--- src/inc/cmc_pkg.sv ---
// cmc_pkg: constants, register map and field layout of converter mode control
// assumes a 100 MHz core clock and a 32-bit apb register bus
package cmc_pkg;
	// ----------------------------------------------------------------
	// register offsets
	// ----------------------------------------------------------------
	localparam logic [11:0] CMC_OFS_CONFIG    = 12'h000;
	localparam logic [11:0] CMC_OFS_RANGE_I   = 12'h00c;
	localparam logic [11:0] CMC_OFS_RANGE_Q   = 12'h02c;
	localparam logic [11:0] CMC_OFS_STATUS    = 12'h040;
	// ----------------------------------------------------------------
	// config register fields
	// ----------------------------------------------------------------
	localparam int CMC_BIT_TRIM        = 1;
	localparam int CMC_BIT_ALT_INPUT   = 6;
	localparam int CMC_BIT_INTERLEAVE  = 7;
	localparam int CMC_BIT_SLEEP_Q     = 10;
	localparam int CMC_BIT_SLEEP_I     = 11;
	localparam int CMC_BIT_PATTERN     = 12;
	localparam int CMC_BIT_PHASE       = 14;
	localparam logic [31:0] CMC_CONFIG_MASK  = 32'h0000_5cc2;
	localparam logic [31:0] CMC_CONFIG_RESET = 32'h0000_0000;
	localparam int CMC_RANGE_W = 8;
	localparam logic [7:0] CMC_RANGE_RESET = 8'h00;
	localparam logic [7:0] CMC_RANGE_MIN   = 8'h00;
	// ----------------------------------------------------------------
	// timing
	// ----------------------------------------------------------------
	localparam int CMC_CLK_MHZ          = 100;
	localparam int CMC_TRIM_LOW_NS      = 80;
	localparam int CMC_TRIM_HIGH_NS     = 80;
	localparam int CMC_TRIM_LOW_CYC     = (CMC_TRIM_LOW_NS * CMC_CLK_MHZ + 999) / 1000;
	localparam int CMC_TRIM_HIGH_CYC    = (CMC_TRIM_HIGH_NS * CMC_CLK_MHZ + 999) / 1000;
	localparam int CMC_WAIT_SHORT_CYC   = 1024;
	localparam int CMC_WAIT_LONG_CYC    = 65536;
	localparam int CMC_TRIM_RUN_CYC     = 2048;
	localparam int CMC_WAKE_CYC         = 256;
	localparam int CMC_CNT_W            = 20;
	// ----------------------------------------------------------------
	// types
	// ----------------------------------------------------------------
	typedef enum logic [1:0] {
		CMC_ST_WAIT = 2'b00,
		CMC_ST_IDLE = 2'b01,
		CMC_ST_RUN  = 2'b11
	} cmc_state_t;

	typedef struct packed {
		logic       interleave;
		logic       sample_q_src;
		logic       both_edges;
		logic       sleep_i;
		logic       sleep_q;
		logic       ready_i;
		logic       ready_q;
		logic       pattern;
		logic       ratio_1to1;
		logic       phase_90;
		logic       bias_on;
		logic [7:0] range_i;
		logic [7:0] range_q;
	} cmc_mode_t;
endpackage

--- src/verilog/cmc_sync.sv ---
// cmc_sync: two-flop synchroniser bank for static control pins
// assumes inputs asynchronous to i_core_clk
`timescale 1ns/10ps
module cmc_sync #(
	parameter int W = 1
) (
	input  wire logic         i_core_clk,
	input  wire logic         i_rst,
	input  wire logic [W-1:0] i_async,
	output logic      [W-1:0] o_sync
);
	logic [W-1:0] meta;

	always_ff @(posedge i_core_clk or posedge i_rst) begin
		if (i_rst) begin
			meta   <= '0;
			o_sync <= '0;
		end else begin
			meta   <= i_async;
			o_sync <= meta;
		end
	end
endmodule

--- src/verilog/cmc_top.sv ---
// cmc_top: mode resolution, self-trim sequencing and output clock sync
// assumes apb master on i_core_clk and asynchronous control pins
//
// Contract
// - non-interleaved: each channel samples own input
// - pin mode interleaved: both channels use i
// - extended mode: bit 6 selects q source
// - extended mode: range from registers, pin ignored
// - interleaved: sample on both clock edges
// - sync pulse resets both output clocks
// - coupling pin high enables input bias
// - pin mode: interleave pin picks mode
// - extended mode: bit 7 interleave, resets off
// - wait pin picks long or short wait
// - trim after low then high minimum times
// - trigger high at power-on suppresses auto trim
// - extended mode: trigger pin ored with bit 1
// - trim-in-progress high exactly while trimming
// - sleep pin powers down, delayed wake
// - extended mode: sleep pin ored with bits
// - pin mode: pattern pin enables test pattern
// - extended mode: pattern only from bit 12
// - ratio pin selects 1:1 or 1:2
// - phase matters only in 1:2 output
// - extended mode: phase from bit 14
// - enable pin low selects extended mode, else defaults
//
// Local design decisions: the APB interface to the registers and the placing of the registers.
`timescale 1ns/10ps
module cmc_top
	import cmc_pkg::*;
#(
	parameter int WAIT_SHORT_CYC = CMC_WAIT_SHORT_CYC,
	parameter int WAIT_LONG_CYC  = CMC_WAIT_LONG_CYC,
	parameter int TRIM_RUN_CYC   = CMC_TRIM_RUN_CYC,
	parameter int WAKE_CYC       = CMC_WAKE_CYC
) (
	input  wire logic        i_core_clk,
	input  wire logic        i_rst,
	input  wire logic        i_psel,
	input  wire logic        i_penable,
	input  wire logic        i_pwrite,
	input  wire logic [11:0] i_paddr,
	input  wire logic [31:0] i_pwdata,
	output logic             o_pready,
	output logic      [31:0] o_prdata,
	output logic             o_pslverr,
	input  wire logic        i_extended_control_enable_n,
	input  wire logic        i_interleave_pin,
	input  wire logic        i_range_select_pin,
	input  wire logic        i_trim_wait_select,
	input  wire logic        i_trim_trigger,
	input  wire logic        i_sleep_chan_i,
	input  wire logic        i_sleep_chan_q,
	input  wire logic        i_pattern_mode_select,
	input  wire logic        i_output_ratio_select,
	input  wire logic        i_output_phase_select,
	input  wire logic        i_coupling_low,
	input  wire logic        i_out_clock_sync_pulse,
	output cmc_mode_t        o_mode,
	output logic             o_extended_control_mode,
	output logic             o_trim_in_progress,
	output logic             o_out_clock_i,
	output logic             o_out_clock_q
);
	// ----------------------------------------------------------------
	// pin synchronisers
	// ----------------------------------------------------------------
	logic [11:0] pins;
	logic ecm_n, p_il, p_rng, p_wait, p_trig, p_sli, p_slq, p_pat, p_rat, p_ph, p_cpl, p_sync;

	cmc_sync #(.W(12)) u_sync (
		.i_core_clk (i_core_clk),
		.i_rst      (i_rst),
		.i_async    ({i_extended_control_enable_n, i_interleave_pin, i_range_select_pin,
		              i_trim_wait_select, i_trim_trigger, i_sleep_chan_i, i_sleep_chan_q,
		              i_pattern_mode_select, i_output_ratio_select, i_output_phase_select,
		              i_coupling_low, i_out_clock_sync_pulse}),
		.o_sync     (pins)
	);
	assign {ecm_n, p_il, p_rng, p_wait, p_trig, p_sli, p_slq, p_pat, p_rat, p_ph, p_cpl,
	        p_sync} = pins;

	logic extended_control_mode;
	assign extended_control_mode = ~ecm_n;

	// ----------------------------------------------------------------
	// apb slave
	// ----------------------------------------------------------------
	logic [31:0] config_reg;
	logic [7:0]  range_i_reg;
	logic [7:0]  range_q_reg;
	logic        wr_en;
	logic        rd_en;
	logic        trig_armed;

	function automatic logic addr_ok(input logic [11:0] a);
		addr_ok = (a == CMC_OFS_CONFIG) || (a == CMC_OFS_RANGE_I) ||
		          (a == CMC_OFS_RANGE_Q) || (a == CMC_OFS_STATUS);
	endfunction

	assign o_pready  = 1'b1;
	assign wr_en     = i_psel & i_penable & i_pwrite;
	assign rd_en     = i_psel & ~i_penable & ~i_pwrite;
	assign o_pslverr = i_psel & i_penable & (~addr_ok(i_paddr) | (i_pwrite & ~extended_control_mode));

	// registers return to defaults and refuse writes outside extended mode
	always_ff @(posedge i_core_clk or posedge i_rst) begin
		if (i_rst) begin
			config_reg  <= CMC_CONFIG_RESET;
			range_i_reg <= CMC_RANGE_RESET;
			range_q_reg <= CMC_RANGE_RESET;
		end else if (!extended_control_mode) begin
			config_reg  <= CMC_CONFIG_RESET;
			range_i_reg <= CMC_RANGE_RESET;
			range_q_reg <= CMC_RANGE_RESET;
		end else if (wr_en) begin
			if (i_paddr == CMC_OFS_CONFIG)
				config_reg <= i_pwdata & CMC_CONFIG_MASK;
			if (i_paddr == CMC_OFS_RANGE_I)
				range_i_reg <= i_pwdata[7:0];
			if (i_paddr == CMC_OFS_RANGE_Q)
				range_q_reg <= i_pwdata[7:0];
		end
	end

	// read data registered in setup, valid in access phase
	always_ff @(posedge i_core_clk or posedge i_rst) begin
		if (i_rst) begin
			o_prdata <= 32'h0000_0000;
		end else if (rd_en) begin
			case (i_paddr)
				CMC_OFS_CONFIG:  o_prdata <= config_reg;
				CMC_OFS_RANGE_I: o_prdata <= {24'h00_0000, range_i_reg};
				CMC_OFS_RANGE_Q: o_prdata <= {24'h00_0000, range_q_reg};
				CMC_OFS_STATUS:  o_prdata <= {26'h000_0000, o_mode.ready_q, o_mode.ready_i,
				                              o_mode.interleave, extended_control_mode, trig_armed,
				                              o_trim_in_progress};
				default:         o_prdata <= 32'h0000_0000;
			endcase
		end
	end

	// ----------------------------------------------------------------
	// self-trim sequencer
	// ----------------------------------------------------------------
	cmc_state_t            state;
	logic [CMC_CNT_W-1:0]  cnt;
	logic [7:0]            low_cnt;
	logic [7:0]            high_cnt;
	logic                  trig;
	logic [1:0]            boot;
	logic                  low_met;
	logic                  inhibit;
	logic                  started;
	logic                  cmd_fire;

	assign trig     = p_trig | (extended_control_mode & config_reg[CMC_BIT_TRIM]);
	assign low_met  = (low_cnt >= 8'(CMC_TRIM_LOW_CYC));
	assign cmd_fire = trig_armed & (high_cnt >= 8'(CMC_TRIM_HIGH_CYC));

	// low then high timing of the trigger
	always_ff @(posedge i_core_clk or posedge i_rst) begin
		if (i_rst) begin
			low_cnt    <= 8'h00;
			high_cnt   <= 8'h00;
			trig_armed <= 1'b0;
		end else if (!trig) begin
			high_cnt   <= 8'h00;
			trig_armed <= 1'b0;
			if (!low_met)
				low_cnt <= low_cnt + 8'h01;
		end else begin
			if (low_met)
				trig_armed <= 1'b1;
			low_cnt <= 8'h00;
			if (cmd_fire)
				trig_armed <= 1'b0;
			else if (trig_armed && high_cnt < 8'hff)
				high_cnt <= high_cnt + 8'h01;
		end
	end

	// power-on trim held off while trigger high from the start
	always_ff @(posedge i_core_clk or posedge i_rst) begin
		if (i_rst) begin
			boot    <= 2'b00;
			started <= 1'b0;
			inhibit <= 1'b0;
		end else begin
			// wait out synchroniser latency before sampling the pin
			boot <= {boot[0], 1'b1};
			if (boot[1])
				started <= 1'b1;
			if (boot[1] && !started)
				inhibit <= p_trig;
			else if (started && !trig)
				inhibit <= 1'b0;
		end
	end

	always_ff @(posedge i_core_clk or posedge i_rst) begin
		if (i_rst) begin
			state <= CMC_ST_WAIT;
			cnt   <= '0;
		end else begin
			case (state)
				CMC_ST_WAIT: begin
					if (cmd_fire) begin
						state <= CMC_ST_RUN;
						cnt   <= '0;
					end else if (started && !inhibit && !p_trig) begin
						if (cnt >= CMC_CNT_W'(p_wait ? WAIT_LONG_CYC : WAIT_SHORT_CYC)) begin
							state <= CMC_ST_RUN;
							cnt   <= '0;
						end else begin
							cnt <= cnt + 1'b1;
						end
					end
				end
				CMC_ST_RUN: begin
					if (cnt >= CMC_CNT_W'(TRIM_RUN_CYC - 1)) begin
						state <= CMC_ST_IDLE;
						cnt   <= '0;
					end else begin
						cnt <= cnt + 1'b1;
					end
				end
				CMC_ST_IDLE: begin
					if (cmd_fire)
						state <= CMC_ST_RUN;
				end
				default: state <= CMC_ST_WAIT;
			endcase
		end
	end

	always_ff @(posedge i_core_clk or posedge i_rst) begin
		if (i_rst)
			o_trim_in_progress <= 1'b0;
		else
			o_trim_in_progress <= (state == CMC_ST_RUN);
	end

	// ----------------------------------------------------------------
	// channel sleep with delayed wake
	// ----------------------------------------------------------------
	logic [1:0] sleep_req;
	logic [1:0] ready;
	assign sleep_req[0] = p_sli | (extended_control_mode & config_reg[CMC_BIT_SLEEP_I]);
	assign sleep_req[1] = p_slq | (extended_control_mode & config_reg[CMC_BIT_SLEEP_Q]);

	for (genvar c = 0; c < 2; c++) begin : g_wake
		logic [15:0] wcnt;
		always_ff @(posedge i_core_clk or posedge i_rst) begin
			if (i_rst) begin
				wcnt     <= 16'h0000;
				ready[c] <= 1'b0;
			end else if (sleep_req[c]) begin
				wcnt     <= 16'h0000;
				ready[c] <= 1'b0;
			end else if (wcnt >= 16'(WAKE_CYC - 1)) begin
				ready[c] <= 1'b1;
			end else begin
				wcnt <= wcnt + 16'h0001;
			end
		end
	end

	// ----------------------------------------------------------------
	// mode resolution
	// ----------------------------------------------------------------
	always_ff @(posedge i_core_clk or posedge i_rst) begin
		if (i_rst) begin
			o_mode                  <= '0;
			o_extended_control_mode <= 1'b0;
		end else begin
			o_extended_control_mode <= extended_control_mode;
			o_mode.interleave   <= extended_control_mode ? config_reg[CMC_BIT_INTERLEAVE] : p_il;
			o_mode.both_edges   <= extended_control_mode ? config_reg[CMC_BIT_INTERLEAVE] : p_il;
			o_mode.sample_q_src <= extended_control_mode & config_reg[CMC_BIT_INTERLEAVE] &
			                       config_reg[CMC_BIT_ALT_INPUT];
			o_mode.range_i      <= extended_control_mode ? range_i_reg : CMC_RANGE_MIN;
			o_mode.range_q      <= extended_control_mode ? range_q_reg : CMC_RANGE_MIN;
			o_mode.sleep_i      <= sleep_req[0];
			o_mode.sleep_q      <= sleep_req[1];
			o_mode.ready_i      <= ready[0];
			o_mode.ready_q      <= ready[1];
			o_mode.pattern      <= extended_control_mode ? config_reg[CMC_BIT_PATTERN] : p_pat;
			o_mode.ratio_1to1   <= p_rat;
			o_mode.phase_90     <= ~p_rat & (extended_control_mode ? config_reg[CMC_BIT_PHASE] : p_ph);
			o_mode.bias_on      <= p_cpl;
		end
	end

	// ----------------------------------------------------------------
	// output data clocks, divide by 2 or 4 of core clock
	// ----------------------------------------------------------------
	logic [1:0] dclk_cnt;
	logic       sync_d;
	always_ff @(posedge i_core_clk or posedge i_rst) begin
		if (i_rst) begin
			dclk_cnt <= 2'b00;
			sync_d   <= 1'b0;
		end else begin
			sync_d <= p_sync;
			if (p_sync && !sync_d)
				dclk_cnt <= 2'b00;
			else
				dclk_cnt <= dclk_cnt + 2'b01;
		end
	end

	always_ff @(posedge i_core_clk or posedge i_rst) begin
		if (i_rst) begin
			o_out_clock_i <= 1'b0;
			o_out_clock_q <= 1'b0;
		end else begin
			o_out_clock_i <= ready[0] & (p_rat ? dclk_cnt[0] : dclk_cnt[1]);
			o_out_clock_q <= ready[1] & (p_rat ? dclk_cnt[0] : dclk_cnt[1]);
		end
	end
endmodule

--- config.mk ---
export PLATFORM = sky130hd
export DESIGN_NAME = cmc_top
export DESIGN_NICKNAME = d
export VERILOG_FILES = /design/src/inc/cmc_pkg.sv /design/src/verilog/cmc_sync.sv /design/src/verilog/cmc_top.sv
export SDC_FILE = /design/constraint.sdc
export NUM_CORES = 1
export LEC_CHECK = 0
export BUFFER_PORTS_ARGS = -buffer_cell sky130_fd_sc_hd__buf_2
export CORE_MARGIN = 1
export CORE_UTILIZATION = 60
export CTS_BUF_LIST = sky130_fd_sc_hd__clkbuf_2
export CTS_CLUSTER_SIZE = 30
export DETAILED_ROUTE_END_ITERATION = 16
export GPL_TIMING_DRIVEN = 0
export PLACE_DENSITY = 0.92
export SLEW_MARGIN = 20
export SYNTH_ARGS = -nofsm -noshare
export SYNTH_HDL_FRONTEND = slang
export SYNTH_SLANG_ARGS = --single-unit
--- constraint.sdc ---
create_clock -name i_core_clk -period 11.4 [get_ports i_core_clk]
set_input_delay 1.71 -clock i_core_clk [delete_from_list [all_inputs] [get_ports i_core_clk]]
set_output_delay 1.71 -clock i_core_clk [all_outputs]
set_load 0.01 [all_outputs]
==> results of run 1 <==
[per-layer routing]
layer	track usage	vias to the layer above	routed length, um
met3	0.0511	39	871
met4	0.108	0	350
met5	0	-	0
li1	-	2294	-
met1	0.312	2396	5720
met2	0.413	211	6740
[final cells by class]
class,instances,area [um2]
Multi-Input combinational cell,402,2580
Antenna cell,1,2.50
Inverter,21,86.3
Clock inverter,12,143
Clock buffer,19,95.1
Sequential cell,167,4180
Buffer,39,259
Tap cell,143,179
Timing Repair Buffer,84,443
Fill cell,784,3450
[per-stage QoR]
stage | util | hold WS, ns
4_1_cts | 0.697 | 0.367
6_report | 0.697 | 0.365
2_1_floorplan | - | 0.331
3_3_place_gp | 0.673 | 0.332
5_1_grt | 0.697 | 0.344
3_5_place_dp | 0.676 | 0.336
[cells in the mapped netlist (5+ instances only)]
cell	number	area share
and3_1	5	0.0045
nor4_1	8	0.0071
o21ai_0	16	0.011
a222oi_1	7	0.010
ha_1	14	0.025
nor2_2	10	0.0089
dfrtp_1	167	0.60
a21oi_1	20	0.014
and2_1	26	0.023
buf_4	23	0.025
nand2_1	45	0.024
nor3_1	9	0.0064
nand3_1	20	0.014
clkbuf_1	10	0.0053
inv_1	19	0.010
a2111oi_0	6	0.0075
nor2b_1	21	0.019
mux2i_1	22	0.031
xnor2_1	30	0.037
nor2_1	59	0.032
a211oi_1	11	0.012
[logic make-up (layout without fill, tap and decap cells)]
| family | Yosys count | after routing | share of synthesized area |
|---|---|---|---|
| AO/OA/AOI/OAI | 76 | 76 | 0.0779 |
| adder cells (fa/ha/maj) | 14 | 14 | 0.0250 |
| XOR/XNOR | 33 | 33 | 0.0412 |
| other | 2 | 23 | 0.00107 |
| AND/OR/NAND/NOR | 233 | 233 | 0.177 |
| flip-flops | 167 | 167 | 0.595 |
| multiplexers | 24 | 24 | 0.0346 |
| buffers and inverters | 60 | 175 | 0.0481 |
[worst max-delay path, cell delays in order]
cell	delay, ns
buf_2	0.10
or4_4	0.55
nor2_1	0.10
a31oi_1	0.08
buf_2	0.14
[where the power goes]
| group | total (W) | switching, W | internal (W) |
|---|---|---|---|
| Clock | 0.000312 | 0.000207 | 0.000106 |
| Sequential | 0.000635 | 0.0000194 | 0.000615 |
| Combinational | 0.000185 | 0.000109 | 0.0000754 |
| Total | 0.00113 | 0.000336 | 0.000796 |
[worst max-delay path by stage]
stage | start | cells past startpoint | to | slack (ns)
2_1_floorplan | i_rst | 1 | boot[0]$_DFF_PP0_ | 5.17
3_3_place_gp | i_rst | 2 | o_mode[16]$_DFF_PP0_ | 3.85
3_5_place_dp | i_paddr[8] | 5 | o_pslverr | 7.01
4_1_cts | i_paddr[8] | 5 | o_pslverr | 7.01
5_1_grt | i_paddr[8] | 5 | o_pslverr | 6.96
6_report | i_paddr[8] | 5 | o_pslverr | 7.01
==> key figures, run 1 <==
Outcome
  – Outcome: finished, final reports clean

Detailed routing
  – WL per Instance: 15.4 um
  – Final ANT Viol Nets: 0
  – DRC viols: 0
  – Routed WL: 13,700 um
  – DR pass1 iterations: 5
  – Vias per inst: 5.56
  – Routed vias: 4,940
  – Initial detailed-routing violation count: 366

STA
  – Relative slew margins: 0.434
  – Setup TNS: 0 ns
  – Fin crit period: 4.39 ns
  – Final Skew: 0.0337 ns
  – RSZ-0062 raised after global routing: no
  – Final setup viols: 0
  – Slew @ Worst Pin: 0.842 ns
  – Fin. max-slew vios: 0
  – Final worst-path cycle share: 0.385
  – Hold Fails Final Rpt: 0
  – Max Clock Freq: 0.228 GHz
  – Final Worst Setup Slack: 7.01 ns

Setup path
  – Reg2Reg Setup Slack: 9.03 ns
  – Cells on worst reg2reg path: 6
  – CP Class: input port to output pin
  – Arrival @ worst endpoint: 2.68 ns
  – CP max FO: 3
  – Data required time of the critical path: 9.69 ns
  – Critical R2R Launch: cnt[3]$_DFFE_PP0P_
  – CP endpoint kind: output pin
  – Critical path startpoint category: input port
  – R2r endpoint: cnt[1]$_DFFE_PP0P_

GRT
  – Total grt overflow: 0
  – First-pass GRT wire length: 22,500 um
  – Vias in the first global route: 4,803
  – Initial antenna violation count: 1
  – Largest net degree at the start of global routing: 86
  – Total GRT Usage: 0.247

Power
  – VDD IR max: 82.2 uV
  – Pleak: 3.84 nW
  – Power Density: 142 nW/um2
  – Total Power: 0.00113 W

Layout
  – Synth-to-layout area growth: 13.5%
  – Commonest cells after routing, fill and taps aside: dfrtp_1, buf_2, nor2_1
  – Final Instance Count excl. Fillers: 888
  – Largest reg by FF count: g_wake.wcnt
  – Final net count: 807
  – Max FFs per register: 32
  – Commonest non-fill, non-tap cell in the layout: dfrtp_1
  – Largest registers: g_wake.wcnt: 32 flops, o_mode: 26 flops, cnt: 20 flops
  – Finished Cell Area: 7960 um2
  – Fraction of layout cells with a size suffix above 1: 0.231

Logic synthesis
  – Number of flops mapped to enable cells by yosys: 0
  – Register bit count reported by yosys: 167
  – Ys async rst share: 1.00
  – Mean post-synth cell area: 11.5 um2
  – Syn Inst Count: 609
  – Synth cell types: 56
  – Seq/Total Area, Yosys: 0.595
  – Synth warnings: 0
  – Mapped cell area: 7020 um2
  – Most common flop cell mapped by yosys: dfrtp_1

Clocking
  – Clock slew at reported path FFs: 0.24 ns
  – Worst-Skew Late Latency: 0.71 ns
  – H-Tree Depth: 4
  – CTS buffer count: 17
  – Root Buffer: clkbuf_2
  – CTS tree: yes
  – Sink Count: 167
  – Post_cts resized: 0
  – Hold-fix buffers at CTS: 0
  – Setup repair bufs after CTS: 0
  – CTS max path bufs: 2

Floorplan
  – I/O pin cnt: 126
  – Row count: 39
  – Core Area: 11,400 um2
  – Initial Util: 0.615
  – Die X: 110 um
  – Chip Height: 110 um
  – Die area: 12,100 um2

Worst hold path
  – Worst Hold End: u_sync.o_sync[1]$_DFF_PP0_
  – Worst Hold Class: register to register
  – Hold Crit Start: u_sync.meta[1]$_DFF_PP0_
  – Worst Hold Path Cells: 0

Placement
  – Port bufs: 83
  – Detailed-placement wirelength estimate: 9840 um
  – Final RePlAce weighted congestion: 0.885
  – Area post-placement: 7720 um2
  – Post-Place Setup Slack: 7.01 ns
  – Placed insts: 856

Run
  – Max Cap Viol: 0
No activity file was read; power rests on OpenSTA's default activity.
==> run 2, diff against run 1 <==
ABC_AREA = 1   (was unset)
CORE_UTILIZATION = 58   (was 60)
PLACE_DENSITY = 0.89   (was 0.92)
clock period = 4.23 ns   (was 11.4 ns; I/O delays follow)
==> run 2 against run 1 <==
Compared with the run above: routed wire length up 11%; final cell count up 34%; highest routed layer unchanged; first-iteration DRC count up 55%; sequential share of layout area down 4.1 points; synthesized cell count up 42%; critical path depth down 1; non-clock buffer count up 16.
==> key figures, run 2 <==
Outcome
  – Outcome: finished, final reports clean

Detailed routing
  – Routed WL: 15,200 um
  – WL per Instance: 12.7 um
  – Final ANT Viol Nets: 0
  – Vias per inst: 5.06
  – Initial detailed-routing violation count: 569
  – DRC viols: 0
  – DR pass1 iterations: 5
  – Routed vias: 6,036

Layout
  – Finished Cell Area: 8640 um2
  – Largest registers: g_wake.wcnt: 32 flops, o_mode: 26 flops, cnt: 20 flops
  – Commonest non-fill, non-tap cell in the layout: nand2_1
  – Final net count: 1,081
  – Largest reg by FF count: g_wake.wcnt
  – Max FFs per register: 32
  – Fraction of layout cells with a size suffix above 1: 0.184
  – Final core occ: 0.684
  – Commonest cells after routing, fill and taps aside: nand2_1, dfrtp_1, nor2_1
  – Synth-to-layout area growth: 15.3%

STA
  – Final setup viols: 0
  – Final worst-path cycle share: 0.708
  – Fin. max-slew vios: 0
  – Max Clock Freq: 0.334 GHz
  – RSZ-0062 raised after global routing: no
  – Hold Fails Final Rpt: 0
  – Relative slew margins: 0.540
  – Setup TNS: 0 ns
  – Slew @ Worst Pin: 0.691 ns
  – Final Skew: 0.0423 ns
  – Fin crit period: 3.00 ns
  – Final Worst Setup Slack: 1.23 ns

GRT
  – Vias in the first global route: 5,483
  – Initial antenna violation count: 0
  – Largest net degree at the start of global routing: 37
  – Total GRT Usage: 0.246
  – First-pass GRT wire length: 25,100 um
  – Total grt overflow: 0

Power
  – Total Power: 0.00315 W
  – Switching share of power: 0.331
  – Gate power share: 0.209
  – Power Density: 364 nW/um2
  – Internal power: 0.00210 W
  – VDD IR max: 221 uV
  – Clk pwr share: 0.250
  – P_sw: 0.00104 W
  – Sequential power share: 0.541
  – Pleak: 4.55 nW

Placement
  – Final RePlAce weighted congestion: 0.892
  – Area post-placement: 8300 um2
  – Post-Place Setup Slack: 1.71 ns
  – Port bufs: 83
  – Detailed-placement wirelength estimate: 10,900 um

Logic synthesis
  – Synth cell types: 41
  – Mux cell area share after synthesis: 0.00134
  – Seq/Total Area, Yosys: 0.558
  – Post-Synth XOR/XNOR Area: 0.00351
  – Area leader, netlist: dfrtp_1
  – Number of flops mapped to enable cells by yosys: 0
  – Top cells by count, synth: nand2_1, dfrtp_1, nor2_1, inv_1, nand3_1
  – Simple-gate share of the synthesized area: 0.250
  – Mapped cell area: 7490 um2
  – Mean post-synth cell area: 8.64 um2
  – Register bit count reported by yosys: 167
  – Cell with the most instances after synthesis: nand2_1
  – Largest family of logic cells by synthesized area: simple AND/OR/NAND/NOR gates
  – Complex-gate fraction of the synthesized area: 0.0585
  – Most common flop cell mapped by yosys: dfrtp_1
  – Syn Inst Count: 867
  – Ys async rst share: 1.00
  – Ranking of synthesized cells by area: dfrtp_1, nand2_1, nor2_1
  – Post-synth top area share: 0.558
  – Synth warnings: 0
  – Post-Synth Adder-Cell Area: 0.0234

Setup path
  – Reg2Reg Setup Slack: 2.29 ns
  – R2r endpoint: cnt[15]$_DFFE_PP0P_
  – CP startpoint: u_sync.o_sync[11]$_DFF_PP0_
  – Arrival @ worst endpoint: 2.36 ns
  – CP Class: register to output pin
  – Critical path startpoint category: register
  – Slowest CP cell: dfrtp_1
  – Slowest Stage Delay on Critical Path: 0.54 ns
  – Critical path's top delay family: buffers and inverters
  – Critical Path End: o_pslverr
  – CP bufs+invs: 3
  – Cells on worst reg2reg path: 10
  – Crit path depth: 4
  – CP Cell Sequence: inv_2 > clkbuf_1 > o22ai_1 > buf_2
  – Data required time of the critical path: 3.60 ns
  – Critical R2R Launch: cnt[16]$_DFFE_PP0P_
  – CP max FO: 10
  – CP endpoint kind: output pin

Floorplan
  – Die X: 116 um
  – Initial Util: 0.593
  – Row count: 41
  – Core Area: 12,600 um2
  – I/O pin cnt: 126
  – Die area: 13,400 um2
  – Chip Height: 116 um

Clocking
  – CTS buffer count: 17
  – Post_cts resized: 0
  – Setup repair bufs after CTS: 0
  – Clock slew at reported path FFs: 0.26 ns
  – CTS tree: yes
  – CTS max path bufs: 2
  – Worst-Skew Late Latency: 0.75 ns
  – Sink Count: 167
  – H-Tree Depth: 4
  – Root Buffer: clkbuf_2

Run
  – Max Cap Viol: 0

Worst hold path
  – Worst Hold Class: input port to register
  – Hold Crit Start: i_pwdata[10]
run 2: cell types whose count changed in the layout (fill, tap and decap cells not counted), sizes merged, moves of 18 or more:
cell / change
nand2: +140
inv: +109
nor2: +74
o21ai: +44
nand3: +38
and2: -27
xnor2: -27
mux2i: -21
nor2b: -21
nand4: +18
run 2: cells by family after synthesis:
kind of cell             after synthesis
other                                  2
XOR/XNOR                               3
adder cells (fa/ha/maj)               14
AND/OR/NAND/NOR                      425
AO/OA/AOI/OAI                         82
flip-flops                           167
buffers and inverters                173
multiplexers                           1
run 2: how the worst min path moves through the flow:
stage	cells past startpoint	endpoint
floorplan	0	boot[1]$_DFF_PP0_
global placement	0	o_mode[16]$_DFF_PP0_
detailed placement	0	u_sync.o_sync[8]$_DFF_PP0_
CTS	3	config_reg[10]$_DFFE_PP0P_
global route	3	config_reg[10]$_DFFE_PP0P_
finish	3	config_reg[10]$_DFFE_PP0P_
run 2: layout make-up:
class / count / area (um2)
Antenna cell: 1 / 2.50
Buffer: 39 / 265
Clock buffer: 19 / 95.1
Clock inverter: 13 / 120
Fill cell: 969 / 3980
Inverter: 134 / 517
Multi-Input combinational cell: 547 / 2610
Sequential cell: 167 / 4180
Tap cell: 172 / 215
Timing Repair Buffer: 100 / 636
run 2: through the flow:
step                      hold slack [ns]  instances
final                               0.100       1192
after global routing               0.0349       1191
after CTS                          0.0412       1191
after detailed placement            0.336       1147
after global placement              0.331       1142
after floorplan                     0.331        887
run 2: power groups by stage:
stage	clock network [W]	registers (W)	logic (W)
5_1_grt	0.000875	0.00171	0.000728
2_1_floorplan	0	0.00172	0.000472
4_1_cts	0.000809	0.00170	0.000657
3_3_place_gp	0	0.00173	0.000623
3_5_place_dp	0	0.00173	0.000649
6_report	0.000788	0.00170	0.000656
run 2: what timing repair did:
item,in CTS,in global routing
endpoints found under the hold margin,32,0
setup endpoints to repair,0,0
hold buffers,12,0
run 2: worst min-delay path, cell delays in order:
cell,delay [ns]
buf_2,0.10
nand3_1,0.08
nand2_1,0.05
run 2: routing by layer:
| layer | routed length (um) | vias to the layer above | global-route usage |
|---|---|---|---|
| met3 | 936 | 21 | 0.0481 |
| met1 | 6680 | 2829 | 0.328 |
| met4 | 241 | 0 | 0.0991 |
| met2 | 7320 | 239 | 0.401 |
| li1 | - | 2947 | - |
| met5 | 0 | - | 0 |
